$ cat config.mk
export PLATFORM = sky130hd
export DESIGN_NAME = rx_input
export DESIGN_NICKNAME = d
export VERILOG_FILES = /design/src/rx_input_pkg.sv /design/src/bit_buf_if.sv /design/src/bit_buf.sv /design/src/rx_input.sv
export VERILOG_INCLUDE_DIRS = /design/src
export SDC_FILE = /design/constraint.sdc
export NUM_CORES = 1
export LEC_CHECK = 0
export ABC_AREA = 1
export BUFFER_PORTS_ARGS = -buffer_cell sky130_fd_sc_hd__clkbuf_2
export CAP_MARGIN = 20
export CORE_MARGIN = 4
export CORE_UTILIZATION = 30
export DETAILED_ROUTE_END_ITERATION = 8
export GPL_ROUTABILITY_DRIVEN = 0
export PLACE_DENSITY = 0.63
export SYNTH_ARGS = -nofsm -noshare
export SYNTH_HDL_FRONTEND = slang
export SYNTH_SLANG_ARGS = --single-unit
$ cat constraint.sdc
create_clock -name aclk -period 5 [get_ports aclk]
set_clock_uncertainty 0.2 [all_clocks]
set_input_delay 0.5 -clock aclk [delete_from_list [all_inputs] [get_ports aclk]]
set_output_delay 0.5 -clock aclk [all_outputs]
set_load 0.01 [all_outputs]
$ cat src/rx_input_consts.svh
`ifndef RX_INPUT_CONSTS_SVH
`define RX_INPUT_CONSTS_SVH

// byte addresses of the control and status words
`define ADDR_CTRL 8'h00
`define ADDR_STAT 8'h04
`define ADDR_DATA 8'h08
`define ADDR_BITS 8
// control field positions
`define CTRL_SINGLE 0
`define CTRL_RZ 1
`define CTRL_FALL 2
`define CTRL_ANALOG 3
`define CTRL_RAW 4
`define CTRL_W 5
// status field positions
`define STAT_VALID 0
`define STAT_CV 1
`define STAT_POS 2
`define STAT_NEG 3
// reset value of control
`define CTRL_RST 5'h00
// axi response codes
`define RESP_OKAY 2'h0
`define RESP_SLVERR 2'h2
// recovered clock: half period in system cycles when no edge source
`define HALF_GAP 4'h8

`endif

$ cat src/rx_input_pkg.sv
`default_nettype none
package rx_input_pkg;
  // source of recovered timing
  typedef enum logic [1:0] {src_ext, src_rz, src_analog} clk_src_t;
  // one received bit with its violation flag
  typedef struct packed {
    logic data;
    logic cv;
  } rx_bit_t;
endpackage
`default_nettype wire

$ cat src/bit_buf_if.sv
`timescale 1ns/1ps
`default_nettype none
// valid/ready carrier for received bits
interface bit_buf_if;
  import rx_input_pkg::*;
  logic valid;
  logic ready;
  rx_bit_t item;
  modport src (output valid, output item, input ready);
  modport dst (input valid, input item, output ready);
endinterface
`default_nettype wire

$ cat src/bit_buf.sv
`timescale 1ns/1ps
`default_nettype none
// two-entry buffer, no bubble, full back-pressure
module bit_buf
  import rx_input_pkg::*;
(
  input wire logic aclk,
  input wire logic aresetn,
  bit_buf_if.dst in_p,
  bit_buf_if.src out_p
);
  rx_bit_t mem_q [2]; // storage
  logic rd_q; // read pointer
  logic wr_q; // write pointer
  logic [1:0] cnt_q; // occupancy
  wire push = in_p.valid && in_p.ready;
  wire pop = out_p.valid && out_p.ready;
  assign in_p.ready = (cnt_q != 2'h2);
  assign out_p.valid = (cnt_q != 2'h0);
  assign out_p.item = mem_q[rd_q];
  // storage write
  always_ff @(posedge aclk) begin
    if (push) begin
      mem_q[wr_q] <= in_p.item;
    end
  end
  // pointers and count
  always_ff @(posedge aclk) begin
    if (!aresetn) begin
      rd_q <= 1'b0;
      wr_q <= 1'b0;
      cnt_q <= 2'h0;
    end else begin
      rd_q <= rd_q ^ pop;
      wr_q <= wr_q ^ push;
      cnt_q <= cnt_q + {1'b0, push} - {1'b0, pop};
    end
  end
endmodule
`default_nettype wire

$ cat src/rx_input.sv
// Overview of operation
// - dual rail input, RZ or NRZ selectable
// - NRZ rails sampled on chosen line edge
// - RZ mode clock derived from rail pulses
// - single rail data and violation on edge
// - analog mode turns rail pins into outputs
// - positive excursion gives positive rail pulse
// - negative excursion gives negative rail pulse
// - recovered clock from analog, RZ or line
// - data output changes on recovered clock fall
//
// The implementer's own choices: the AXI4-Lite register port and the register offsets.
`timescale 1ns/1ps
`default_nettype none
`include "rx_input_consts.svh"
module rx_input
  import rx_input_pkg::*;
(
  input wire logic aclk,
  input wire logic aresetn,
  // axi4-lite slave
  input wire logic [31:0] s_axi_awaddr,
  input wire logic s_axi_awvalid,
  output logic s_axi_awready,
  input wire logic [31:0] s_axi_wdata,
  input wire logic [3:0] s_axi_wstrb,
  input wire logic s_axi_wvalid,
  output logic s_axi_wready,
  output logic [1:0] s_axi_bresp,
  output logic s_axi_bvalid,
  input wire logic s_axi_bready,
  input wire logic [31:0] s_axi_araddr,
  input wire logic s_axi_arvalid,
  output logic s_axi_arready,
  output logic [31:0] s_axi_rdata,
  output logic [1:0] s_axi_rresp,
  output logic s_axi_rvalid,
  input wire logic s_axi_rready,
  // line pins; rail pins double as sliced outputs
  input wire logic rx_pos_rail_in,
  input wire logic rx_neg_rail_in,
  output logic sliced_pos_pulse_out,
  output logic sliced_neg_pulse_out,
  output logic sliced_pos_oe,
  output logic sliced_neg_oe,
  input wire logic ext_line_clk_in,
  // comparator results of the analog slicer
  input wire logic analog_pos_in,
  input wire logic analog_neg_in,
  // recovered clock and serial data
  output logic recovered_clk_out,
  output logic decoded_rx_data_out,
  output logic raw_rx_data_out,
  // downstream bit stream
  output logic bit_valid,
  input wire logic bit_ready,
  output logic bit_data,
  output logic bit_cv
);
  // two-flop synchronisers for every pin
  logic [4:0] sync1_q;
  logic [4:0] sync2_q;
  logic [4:0] prev_q; // previous synchronised value for edge find
  always_ff @(posedge aclk) begin
    sync1_q <= {analog_neg_in, analog_pos_in, ext_line_clk_in, rx_neg_rail_in, rx_pos_rail_in};
    sync2_q <= sync1_q;
    prev_q <= sync2_q;
  end
  wire pos_s = sync2_q[0];
  wire neg_s = sync2_q[1];
  wire lclk_s = sync2_q[2];
  wire apos_s = sync2_q[3];
  wire aneg_s = sync2_q[4];
  // control register
  logic [`CTRL_W-1:0] ctrl_q;
  wire single_mode = ctrl_q[`CTRL_SINGLE];
  wire rz_mode = ctrl_q[`CTRL_RZ] && !single_mode;
  wire fall_edge = ctrl_q[`CTRL_FALL];
  wire analog_on = ctrl_q[`CTRL_ANALOG];
  wire raw_sel = ctrl_q[`CTRL_RAW];
  clk_src_t src;
  assign src = analog_on ? src_analog : (rz_mode ? src_rz : src_ext);
  // line clock edge detection
  wire lclk_rise = lclk_s && !prev_q[2];
  wire lclk_fall = !lclk_s && prev_q[2];
  wire ext_strobe = fall_edge ? lclk_fall : lclk_rise;
  // rail pulse rises in RZ and analog modes
  wire p_pulse = analog_on ? (apos_s && !prev_q[3]) : (pos_s && !prev_q[0]);
  wire n_pulse = analog_on ? (aneg_s && !prev_q[4]) : (neg_s && !prev_q[1]);
  wire gap_done;
  // RZ: any pulse marks a one; gaps of a bit period mark zeros
  wire rz_strobe = p_pulse || n_pulse || gap_done;
  wire bit_strobe = (src == src_ext) ? ext_strobe : rz_strobe;
  // bit value and violation
  logic last_pol_q; // polarity of last mark
  wire rz_one = p_pulse || n_pulse;
  wire rz_cv = (p_pulse && last_pol_q) || (n_pulse && !last_pol_q); // same polarity twice
  wire ext_data = single_mode ? pos_s : (pos_s ^ neg_s);
  wire ext_cv = single_mode ? neg_s : (pos_s && neg_s);
  logic [3:0] gap_q; // cycles since last strobe
  // a whole bit period without a pulse counts as a zero
  assign gap_done = (gap_q == 4'(2 * `HALF_GAP - 1)) && (src != src_ext);
  // gap counter and mark polarity
  always_ff @(posedge aclk) begin
    if (!aresetn) begin
      gap_q <= 4'h0;
      last_pol_q <= 1'b0;
    end else begin
      gap_q <= bit_strobe ? 4'h0 : gap_q + 4'h1;
      if (p_pulse) begin
        last_pol_q <= 1'b1;
      end else if (n_pulse) begin
        last_pol_q <= 1'b0;
      end
    end
  end
  // push the sampled bit through the buffer into the local domain
  bit_buf_if in_b ();
  bit_buf_if out_b ();
  assign in_b.valid = bit_strobe;
  assign in_b.item.data = (src == src_ext) ? ext_data : rz_one;
  assign in_b.item.cv = (src == src_ext) ? ext_cv : rz_cv;
  bit_buf u_buf (
    .aclk(aclk),
    .aresetn(aresetn),
    .in_p(in_b),
    .out_p(out_b)
  );
  assign bit_valid = out_b.valid;
  assign out_b.ready = bit_ready;
  assign bit_data = out_b.item.data;
  assign bit_cv = out_b.item.cv;
  // recovered clock: high after strobe; low on the other line edge in line clock mode,
  // otherwise half a bit period later
  logic rclk_q;
  logic dec_q;
  logic raw_q;
  logic held_q; // bit captured at strobe for output on fall
  wire ext_half = fall_edge ? lclk_rise : lclk_fall; // opposite line edge
  wire half_due = (src == src_ext) ? ext_half : (gap_q == `HALF_GAP - 4'h1);
  // a strobe keeps the clock high, so no fall and no data change then
  wire rclk_fall = rclk_q && half_due && !bit_strobe;
  always_ff @(posedge aclk) begin
    if (!aresetn) begin
      rclk_q <= 1'b0;
      held_q <= 1'b0;
      dec_q <= 1'b0;
      raw_q <= 1'b0;
    end else begin
      if (bit_strobe) begin
        rclk_q <= 1'b1;
        held_q <= in_b.item.data;
      end else if (rclk_fall) begin
        rclk_q <= 1'b0;
      end
      if (rclk_fall) begin
        dec_q <= held_q && !raw_sel;
        raw_q <= held_q;
      end
    end
  end
  assign recovered_clk_out = rclk_q;
  assign decoded_rx_data_out = dec_q;
  assign raw_rx_data_out = raw_q;
  // sliced outputs drive rail pins when analog is on
  logic spos_q;
  logic sneg_q;
  always_ff @(posedge aclk) begin
    if (!aresetn) begin
      spos_q <= 1'b0;
      sneg_q <= 1'b0;
    end else begin
      spos_q <= analog_on && apos_s;
      sneg_q <= analog_on && aneg_s;
    end
  end
  assign sliced_pos_pulse_out = spos_q;
  assign sliced_neg_pulse_out = sneg_q;
  assign sliced_pos_oe = analog_on;
  assign sliced_neg_oe = analog_on;
  // axi4-lite write path
  logic aw_q;
  logic w_q;
  logic [`ADDR_BITS-1:0] awa_q;
  logic [31:0] wd_q;
  logic bv_q;
  logic [1:0] br_q;
  wire do_wr = aw_q && w_q && !bv_q;
  assign s_axi_awready = !aw_q && !bv_q;
  assign s_axi_wready = !w_q && !bv_q;
  assign s_axi_bvalid = bv_q;
  assign s_axi_bresp = br_q;
  always_ff @(posedge aclk) begin
    if (!aresetn) begin
      aw_q <= 1'b0;
      w_q <= 1'b0;
      awa_q <= '0;
      wd_q <= '0;
      bv_q <= 1'b0;
      br_q <= `RESP_OKAY;
      ctrl_q <= `CTRL_RST;
    end else begin
      if (s_axi_awvalid && s_axi_awready) begin
        aw_q <= 1'b1;
        awa_q <= s_axi_awaddr[`ADDR_BITS-1:0];
      end
      if (s_axi_wvalid && s_axi_wready) begin
        w_q <= 1'b1;
        wd_q <= s_axi_wdata;
      end
      if (do_wr) begin
        aw_q <= 1'b0;
        w_q <= 1'b0;
        bv_q <= 1'b1;
        br_q <= (awa_q == `ADDR_CTRL) ? `RESP_OKAY : `RESP_SLVERR;
        if (awa_q == `ADDR_CTRL && s_axi_wstrb[0]) begin
          ctrl_q <= wd_q[`CTRL_W-1:0];
        end
      end else if (bv_q && s_axi_bready) begin
        bv_q <= 1'b0;
      end
    end
  end
  // axi4-lite read path
  wire [7:0] ra = s_axi_araddr[`ADDR_BITS-1:0];
  wire [31:0] stat_w = {28'h0, neg_s, pos_s, out_b.item.cv, out_b.valid};
  wire ra_ok = (ra == `ADDR_CTRL) || (ra == `ADDR_STAT);
  logic rv_q;
  logic [31:0] rd_q;
  logic [1:0] rr_q;
  assign s_axi_arready = !rv_q;
  assign s_axi_rvalid = rv_q;
  assign s_axi_rdata = rd_q;
  assign s_axi_rresp = rr_q;
  always_ff @(posedge aclk) begin
    if (!aresetn) begin
      rv_q <= 1'b0;
      rd_q <= 32'h0;
      rr_q <= `RESP_OKAY;
    end else if (s_axi_arvalid && !rv_q) begin
      rv_q <= 1'b1;
      rd_q <= (ra == `ADDR_CTRL) ? {27'h0, ctrl_q} : ((ra == `ADDR_STAT) ? stat_w : 32'h0);
      rr_q <= ra_ok ? `RESP_OKAY : `RESP_SLVERR;
    end else if (rv_q && s_axi_rready) begin
      rv_q <= 1'b0;
    end
  end
  // checks
  chk_oe_follows_analog: assert property (@(posedge aclk) disable iff (!aresetn)
    sliced_pos_oe == ctrl_q[`CTRL_ANALOG]) else $error("rail drive not tied to analog mode");
  // sliced outputs stay quiet while the rail pins are inputs
  chk_quiet_when_input: assert property (@(posedge aclk) disable iff (!aresetn)
    (!analog_on && !$past(analog_on)) |-> !(sliced_pos_pulse_out || sliced_neg_pulse_out))
    else $error("sliced output active while rails are inputs");
  chk_slice_pos: assert property (@(posedge aclk) disable iff (!aresetn)
    (analog_on && apos_s) |=> sliced_pos_pulse_out) else $error("positive slice missed");
  chk_slice_neg: assert property (@(posedge aclk) disable iff (!aresetn)
    (analog_on && aneg_s) |=> sliced_neg_pulse_out) else $error("negative slice missed");
  chk_ext_sample: assert property (@(posedge aclk) disable iff (!aresetn)
    (src == src_ext && ext_strobe) |-> in_b.valid) else $error("line edge not sampled");
  chk_ext_edge: assert property (@(posedge aclk) disable iff (!aresetn)
    (src == src_ext && in_b.valid) |-> (fall_edge ? lclk_fall : lclk_rise)) else $error("wrong edge");
  chk_rz_pulse: assert property (@(posedge aclk) disable iff (!aresetn)
    (src == src_rz && (p_pulse || n_pulse)) |-> (in_b.valid && in_b.item.data)) else $error("rz mark lost");
  chk_rclk_rise: assert property (@(posedge aclk) disable iff (!aresetn)
    bit_strobe |=> recovered_clk_out) else $error("recovered clock not raised");
  chk_data_on_fall: assert property (@(posedge aclk) disable iff (!aresetn)
    ($changed(raw_rx_data_out) || $changed(decoded_rx_data_out)) |-> $fell(recovered_clk_out))
    else $error("data off fall");
endmodule
`default_nettype wire

# Yosys cells after proc, flatten, opt, wreduce, memory -nomap -nowiden

Memories as Yosys holds them, arrays and structs flattened. A register that Yosys moved wholly into a read port is not among the register bits.
Cells that the tools add are included.

Bitwise gates (word level): 4
Muxes and demuxes: 27
Eq/ne operators: 4
Reductions and logical operators: 58
Add/subtract/negate cells: 3

Operators by type and width:

| kind                                                                   | number |
|---|---|
| 1-bit logical AND                                                      | 28 |
| 1-bit 2-to-1 mux                                                       | 22 |
| 8-bit logical NOT                                                      | 2 |
| 1-bit logical NOT                                                      | 14 |
| 2-bit nonzero test                                                     | 6 |
| 8-bit by 3-bit equality test with 1-bit output (second input constant) | 1 |
| 2-bit 2-to-1 mux                                                       | 3 |
| 5-bit 2-to-1 mux                                                       | 1 |
| 4-bit by 1-bit adder with 4-bit output (second input constant)         | 1 |
| 4-bit by 3-bit equality test with 1-bit output (second input constant) | 1 |
| 4-bit equality test (second input constant)                            | 1 |
| 1-bit logical OR                                                       | 4 |
| 4-bit 2-to-1 mux                                                       | 1 |
| 2-bit OR reduction                                                     | 2 |
| 1-bit XOR                                                              | 3 |
| 2-bit by 1-bit adder with 2-bit output                                 | 1 |
| 2-bit logical NOT                                                      | 1 |
| 2-bit inequality test (second input constant)                          | 1 |
| 2-bit AND reduction                                                    | 1 |
| 2-bit by 1-bit subtractor with 2-bit output                            | 1 |
| 1-bit inverter                                                         | 1 |

Memories: 1
Input bits: 113
RAM bits: 4
Register bits after elaboration: 88
Logic and storage cells: 121
Output and inout bits: 51

Memory list:

| memory      | words | width | read ports | clocked after memory_dff | wr ports | RTL line      | RTL |
|---|---|---|---|---|---|---|---|
| u_buf.mem_q | 2     | 2     | 1          | 1                        | 1        | bit_buf.sv:12 | `rx_bit_t mem_q [2];` |

# Logic depth before layout (Yosys ltp)

Gate-level depths: netlist (run 1).

Word-level depth: 12
Gate-level depth with buffers: 9

# Modules after synthesis

A second synthesis (run 1) with hierarchy kept.

Cell total of the unflattened synthesis: 331
Area, all modules: 2705.1 µm²

By module, submodules not included:

| module   | instances | cells an instance | sequential area each (µm²) | area each (µm²) |
|---|---|---|---|---|
| rx_input | 1         | 289               | 1101.1                     | 2283.4 |
| bit_buf  | 1         | 42                | 220.2                      | 421.7 |

# Worst setup path after synthesis (run 1)

OpenSTA, ideal clock, no wires.

Kind: register to register
From: reg ctrl_q[3]
To: mem u_buf.mem_q[0][0] in the netlist's numbering (enable)
Arrival time: 1.344 ns
Required time: 4.550 ns
Library setup time: 0.250 ns
Path buffers: 0
Slack: 3.206 ns
Cell stages (with the launch flop): 9
Clock period less this slack: 1.794 ns
Cell sequence: dfxtp_1 > inv_2 > nand3b_1 > nand2_2 > o21ai_4 > nand2_4 > nand2_1 > inv_1 > ha_1

Cells in the longest elaborated chain, start to end: 8
Elaborated cells between the ends (all ways): 12
Classes of those cells: 6 x mux; 6 x reduce/logical

RTL lines:

| what                                     | RTL line        | RTL |
|---|---|---|
| start: declaration                       | rx_input.sv:75  | `` logic [`CTRL_W-1:0] ctrl_q; `` |
| start signal: assignment                 | rx_input.sv:201 | `` ctrl_q <= `CTRL_RST; `` |
| start signal: assignment                 | rx_input.sv:217 | `` ctrl_q <= wd_q[`CTRL_W-1:0]; `` |
| 2-bit 2-to-1 mux                         | rx_input.sv:82  | `assign src = analog_on ? src_analog : (rz_mode ? src_rz : src_ext);` |
| 2-bit nonzero test                       | rx_input.sv:102 | `` assign gap_done = (gap_q == 4'(2 * `HALF_GAP - 1)) && (src != src_ext); `` |
| 1-bit logical AND                        | rx_input.sv:102 |  |
| 1-bit logical OR                         | rx_input.sv:92  | `wire rz_strobe = p_pulse \|\| n_pulse \|\| gap_done;` |
| 1-bit 2-to-1 mux *                       | rx_input.sv:93  | `wire bit_strobe = (src == src_ext) ? ext_strobe : rz_strobe;` |
| 1-bit logical AND *                      | bit_buf.sv:16   | `wire push = in_p.valid && in_p.ready;` |
| 1-bit 2-to-1 mux *                       | bit_buf.sv:23   | `if (push) begin` |
| 1-bit 2-to-1 mux (not written as such) * | bit_buf.sv:24   | `mem_q[wr_q] <= in_p.item;` |
| end: declaration                         | bit_buf.sv:12   |  |

Every way passes the cells marked *; elsewhere a longest branch is shown, timed or not.

# Worst setup path in the final report (run 1)

Same ends and word-level chain as after synthesis.

==> results of run 1 <==
## cells by family after synthesis
| kind of cell | synth area share, % |
|---|---|
| multiplexers | 1.55 |
| AND/OR/NAND/NOR | 20.2 |
| AO/OA/AOI/OAI | 11.4 |
| other | 0.140 |
| XOR/XNOR | 0.656 |
| buffers and inverters | 14.7 |
| flip-flops | 49.5 |
| adder cells (fa/ha/maj) | 1.87 |
## placed cells by master (no fill, tap or decap), types with 2 or more instances in the layout
| cell type | synthesis | routed |
|---|---|---|
| conb_1 | 1 | 29 |
| bufinv_16 | 0 | 3 |
| inv_2 | 2 | 2 |
| nand3_2 | 2 | 2 |
| o21ai_0 | 28 | 28 |
| a21oi_1 | 20 | 20 |
| nand3_1 | 17 | 17 |
| ha_1 | 4 | 4 |
| dfxtp_1 | 60 | 60 |
| nor2_1 | 56 | 56 |
| inv_1 | 35 | 35 |
| nand2_1 | 31 | 31 |
| xor2_1 | 2 | 2 |
| edfxtp_1 | 4 | 4 |
| mux2i_1 | 3 | 3 |
| clkbuf_2 | 0 | 56 |
| nand2_4 | 2 | 2 |
| clkbuf_8 | 0 | 11 |
| nand4_1 | 3 | 3 |
| nand2_2 | 3 | 3 |
| o211ai_1 | 3 | 3 |
| nand3b_1 | 2 | 2 |
## where the power goes
group / leakage (nW) / internal [mW] / switching, mW / total, mW
sequential: 0.533 / 0.560 / 0.0244 / 0.585
combinational: 0.858 / 0.0713 / 0.121 / 0.193
clock: 0.121 / 0.353 / 0.185 / 0.538
total: 1.51 / 0.984 / 0.331 / 1.31
## cells in the mapped netlist
| library cell | n | area share, % |
|---|---|---|
| nand2_1 | 31 | 4.4 |
| o21ai_4 | 1 | 0.61 |
| clkbuf_1 | 3 | 0.42 |
| a21oi_2 | 1 | 0.33 |
| nand2_4 | 2 | 0.84 |
| dfxtp_1 | 60 | 45 |
| nand3_2 | 2 | 0.75 |
| inv_1 | 35 | 4.9 |
| o21ai_2 | 1 | 0.33 |
| or2_2 | 1 | 0.23 |
| nand3b_1 | 2 | 0.56 |
| nor2_1 | 56 | 7.9 |
| mux2i_1 | 3 | 1.1 |
| nand4_1 | 3 | 0.70 |
| o21a_1 | 1 | 0.28 |
| a21oi_1 | 20 | 3.7 |
| o211ai_1 | 3 | 0.84 |
| conb_1 | 1 | 0.14 |
| ha_1 | 4 | 1.9 |
| nand2_2 | 3 | 0.70 |
| nor3_1 | 1 | 0.19 |
| clkinv_1 | 1 | 0.14 |
| nand3_1 | 17 | 3.2 |
| nor3_2 | 1 | 0.37 |
| mux2_2 | 1 | 0.42 |
| edfxtp_1 | 4 | 4.5 |
| clkinv_2 | 1 | 0.19 |
| o21ai_0 | 28 | 5.2 |
| nor3b_2 | 1 | 0.47 |
| xor2_1 | 2 | 0.66 |
| buf_4 | 31 | 8.7 |
| inv_2 | 2 | 0.28 |
## critical path: cells and delay by family (launching register included)
kind / cells / cell delay (ns)
AO/OA/AOI/OAI: 1 / 0.21
adder cells (fa/ha/maj): 1 / 0.20
AND/OR/NAND/NOR: 4 / 0.40
flip-flops: 1 / 0.53
buffers and inverters: 2 / 0.18
## layout make-up
| type | count | area (um^2) |
|---|---|---|
| Tap cell | 108 | 135 |
| Timing Repair Buffer | 56 | 280 |
| Multi-Input combinational cell | 214 | 1060 |
| Clock buffer | 11 | 151 |
| Clock inverter | 3 | 90.1 |
| Sequential cell | 64 | 1320 |
| Inverter | 39 | 148 |
| Fill cell | 928 | 5490 |
## through the flow
| step | area, um^2 | hold WS, ns |
|---|---|---|
| floorplan | 2780 | 0.110 |
| global placement | 2950 | 0.113 |
| detailed placement | 2950 | 0.112 |
| CTS | 3190 | 0.0372 |
| global route | 3190 | 0.0407 |
| finish | 3190 | 0.0622 |
## final timing paths
kind                 start           endpoint  slack, ns
max              ctrl_q[3]  u_buf.mem_q[0][0]       3.06
min          analog_pos_in         sync1_q[3]       0.06
max reg2reg      ctrl_q[3]  u_buf.mem_q[0][0]       3.06
min reg2reg     sync1_q[0]         sync2_q[0]       0.13
## routing by layer
layer / vias up / track usage (%) / routed length [um]
li1: 1096 / - / -
met2: 62 / 17.0 / 2400
met4: 0 / 6.05 / 112
met1: 920 / 12.1 / 2420
met5: - / 0 / 0
met3: 9 / 3.28 / 307
## flip-flops by register name (all words and copies together) (netlist names), 2 cells and up, named ones only
signal       flops
awa_q            8
ctrl_q           5
gap_q            4
prev_q           5
s_axi_rdata      5
sync1_q          5
sync2_q          5
u_buf.cnt_q      2
u_buf.mem_q      4
wd_q             5
==> metrics.md, run 1 <==
| Metric | Value |
|---|---|
| Status | finished, final reports clean |
| Max-Slew Margin vs Limit | approximately 64% |
| Initial antenna violation count | 0 |
| Core Footprint | 0.00868 mm^2 |
| Largest net degree at the start of global routing | 30 |
| Max cap viols | 0 |
| 1st-iter DRT viols | 84 |
| Setup violators final | 0 |
| Fin crit share | 38.7% |
| Worst path max stage delay | 0.53 ns |
| Post-DR vias/cell | 4.22 |
| PortBufs | 56 |
| Area Growth Syn to Fin | 19.4% |
| YS warnings | 0 |
| DRT Wirelength | 5.24 mm |
| CTS max path bufs | 2 |
| Final hold vios | 0 |
| Wire length per cell | 10.6 um |
| CP arrival | 1.84 ns |
| Power density over the cells | 412 mW/mm^2 |
| Cells after synthesis | 323 |
| Crit path kind | reg2reg |
| Worst setup SP type | flip-flop |
| Via Count | 2087 |
| Slew Limit Fails | 0 |
| Hpwl dp | 4.06 mm |
| Ports | 164 |
| Hold_buf cts | 0 |
| RSZ-0062 raised after global routing | no |
| Number of remaining DRC errors | 0 |
| Die Area | approximately 0.010 mm^2 |
| Tightest Pin Transition | 0.537 ns |
| Peak supply drop | 0.159 mV |
| Tot Pwr | 1.31 mW |
| Final ANT Viol Nets | 0 |
| CTS tree | built |
| H-tree levels | 3 |
| Clk Latency, worst-skew pair | 0.34 ns |
| Syn_area_per_cell | 8.27 um^2 |
| First-pass GRT wire length | 8.34 mm |
| Clk slew on worst S/H paths | 0.07 ns |
| Crit path max-delay cell type | dfxtp_1 |
| Antenna diode count | 0 |
| Drt pass-1 iters | 4 |
| Peak Freq | 517 MHz |
| Placed Cells | 481 |
| Post-route setup slack | about 3.1 ns |
| Die height | between 100 and 150 um |
| Crit path cell chain | inv_2 > nand3_2 > nand2_2 > o21ai_4 > nand2_4 > nand2_1 > inv_1 > ha_1 |
| Reg2Reg Depth | 8 |
| Core Util, Final | 36.7% |
| Fraction of layout cells with a size suffix above 1 | 22.5% |
| All-layer global routing usage | 10.5% |
| Setup_tns | 0 ns |
| Die Span X | 102 um |
| Root Buffer | clkbuf_8 |
| CP required | 4.90 ns |
| Fin crit period | between 1.5 and 2 ns |
| Clock Sinks | 64 |
| FF+latch count, synth | 64 |
| Register area share after synthesis | roughly half |
| Synth cell types | 32 |
| CP Max Fanout | 9 |
| Total CTS buffers | 9 |
| Hold Crit Depth | 1 |
| Post-CTS Repair Setup Buffers | 0 |
| Post-Place Worst Slack | between 3 and 4 ns |
| Post-Syn Area | 0.00267 mm^2 |
| Layout net count | 501 |
| Final cell count without fillers | between 400 and 500 |
| Row cnt | 34 |
| Hold Path Class | in2reg |
| Leakage | 1.51 nW |
| Initial Utilization | 30.8% |
| CP Capture Type | flip-flop |
| Vias in the first global route | 1886 |
| Post_cts resized | 0 |
| Total gr overflow | 0 |
(Power assumes the default switching activity.)
==> run 2: changes to the inputs <==
- clock period: 5 -> 1.9 ns (I/O delays scaled with it)
==> run 2 against run 1 <==
  * Count of clock-buffer cells in the layout is 1 higher
  * Critical path depth is the same
  * Final cell count increased by 6.1%
  * Wire length rose by 3.1%
  * Via count up 3.3%
==> metrics.md, run 2 (synthesized netlist as in run 1, its figures left out) <==
| Metric | Value |
|---|---|
| Clk slew on worst S/H paths | 0.07 ns |
| Hold Path Class | in2reg |
| Clk Latency, worst-skew pair | 0.34 ns |
| Max cap viols | 0 |
| Vias in the first global route | 2015 |
| Area Growth Syn to Fin | 29.4% |
| Setup violators final | 0 |
| Leakage | 1.63 nW |
| H-tree levels | 3 |
| Slew Limit Fails | 0 |
| CP Max Fanout | 4 |
| Wire length per cell | 10.3 um |
| CP Capture Type | flip-flop |
| FF-to-FF End | u_buf.mem_q[0][0] |
| Final ANT Viol Nets | 0 |
| First-pass GRT wire length | 8.76 mm |
| Hpwl dp | about 4.2 mm |
| Clock Sinks | 64 |
| Power density over the cells | between 900 and 1000 mW/mm^2 |
| Placed Cells | about 500 |
| Final hold vios | 0 |
| Root Buffer | clkbuf_8 |
| Post-route cell area | 0.00345 mm^2 |
| Post-DR vias/cell | 4.11 |
| Setup_tns | 0 ns |
| Antenna diode count | 0 |
| CTS max path bufs | 2 |
| Reg2Reg Depth | 8 |
| Status | finished, final reports clean |
| Initial antenna violation count | 0 |
| Worst setup endpoint | u_buf.mem_q[0][0] |
| All-layer global routing usage | 10.8% |
| Crit path from | ctrl_q[0] |
| Total CTS buffers | 9 |
| Core Footprint | slightly below 0.009 mm^2 |
| Peak Freq | 571 MHz |
| DP Area | between 0.002 and 0.003 mm^2 |
| Crit path kind | reg2reg |
| Die Area | 0.0105 mm^2 |
| Fraction of layout cells with a size suffix above 1 | 23.3% |
| Fin crit share | 92.2% |
| Reg2Reg Setup Slack | 0.15 ns |
| CP required | 1.79 ns |
| Tot Pwr | about 3.4 mW |
| Post-CTS Repair Setup Buffers | 0 |
| DRT Wirelength | 5.40 mm |
| Die height | 102 um |
| Die Span X | 102 um |
| Most frequent cells in the layout | dfxtp_1 (58), nor2_1 (56), clkbuf_2 (56) |
| Peak supply drop | about 0.48 mV |
| Ports | ~160 |
| Number of remaining DRC errors | 0 |
| Total gr overflow | 0 |
| Drt pass-1 iters | 4 |
| Largest net degree at the start of global routing | 24 |
| Worst r2r src | ctrl_q[0] |
| CP arrival | between 1.5 and 2 ns |
| Max reg flops | 8 |
| Most common cell after layout, fill and taps aside | dfxtp_1 |
| Worst setup SP type | flip-flop |
| Largest Register | awa_q |
| 1st-iter DRT viols | 93 |
| Fin crit period | 1.75 ns |
| PortBufs | 56 |
| Initial Utilization | 30.8% |
| Row cnt | 34 |
| Via Count | about 2200 |
| RSZ-0062 raised after global routing | no |
| Layout net count | 529 |
| CTS tree | built |
| Hold Crit Depth | 4 |
| Final cell count without fillers | about 530 |
## run 2: worst max-delay path: stages (launching register included)
cell and delay, ns:
dfxtp_2 0.41, inv_2 0.06, a21oi_1 0.18, nand3_1 0.11
nand2_2 0.12, nand2_4 0.06, nand2_1 0.11, inv_1 0.06
ha_1 0.20
## run 2: metal layers
layer	up-vias	part of all wire (%)	global-route usage (%)
li1	1155	-	-
met5	-	0	0
met2	66	48	18.3
met3	6	6.6	4.03
met4	0	1.1	3.73
met1	929	44	12.6
## run 2: per-stage QoR
stage               setup slack, ns  hold WS, ns  utilization, %
floorplan                     0.106       0.0177               -
global placement             0.0865       0.0950            34.5
detailed placement           0.0681       0.0953            34.5
CTS                          0.0566     0.000325            39.7
global route                 0.0168       0.0248            39.8
finish                        0.149       0.0124            39.8
## run 2: repair_timing
| action | 4_1_cts | 5_1_grt |
|---|---|---|
| resized for setup | 0 | 3 |
| endpoints found under the hold margin | 24 | 0 |
| setup endpoints to repair | 0 | 5 |
| hold buffers | 22 | 0 |
## run 2: cell type report
cell class	instances	area [um^2]
Tap cell	108	135
Clock buffer	12	176
Fill cell	895	5220
Multi-Input combinational cell	214	1070
Timing Repair Buffer	84	546
Sequential cell	64	1320
Clock inverter	4	56.3
Inverter	39	148
## run 2: where the power goes
| group | switching, mW | total [mW] | internal [mW] |
|---|---|---|---|
| Sequential | 0.0638 | 1.54 | 1.47 |
| Clock | 0.526 | 1.29 | 0.769 |
| Combinational | 0.333 | 0.575 | 0.242 |
## run 2: worst min-delay path by stage
stage | start | end | slack [ns]
after CTS | bit_ready | flip-flop | 0.0003
after floorplan | rx_pos_rail_in | sync1_q[0] | 0.02
after global placement | analog_pos_in | sync1_q[3] | 0.1
after global routing | s_axi_arvalid | s_axi_rresp[1] | 0.02
final | bit_ready | flip-flop | 0.01
after detailed placement | rx_pos_rail_in | sync1_q[0] | 0.1
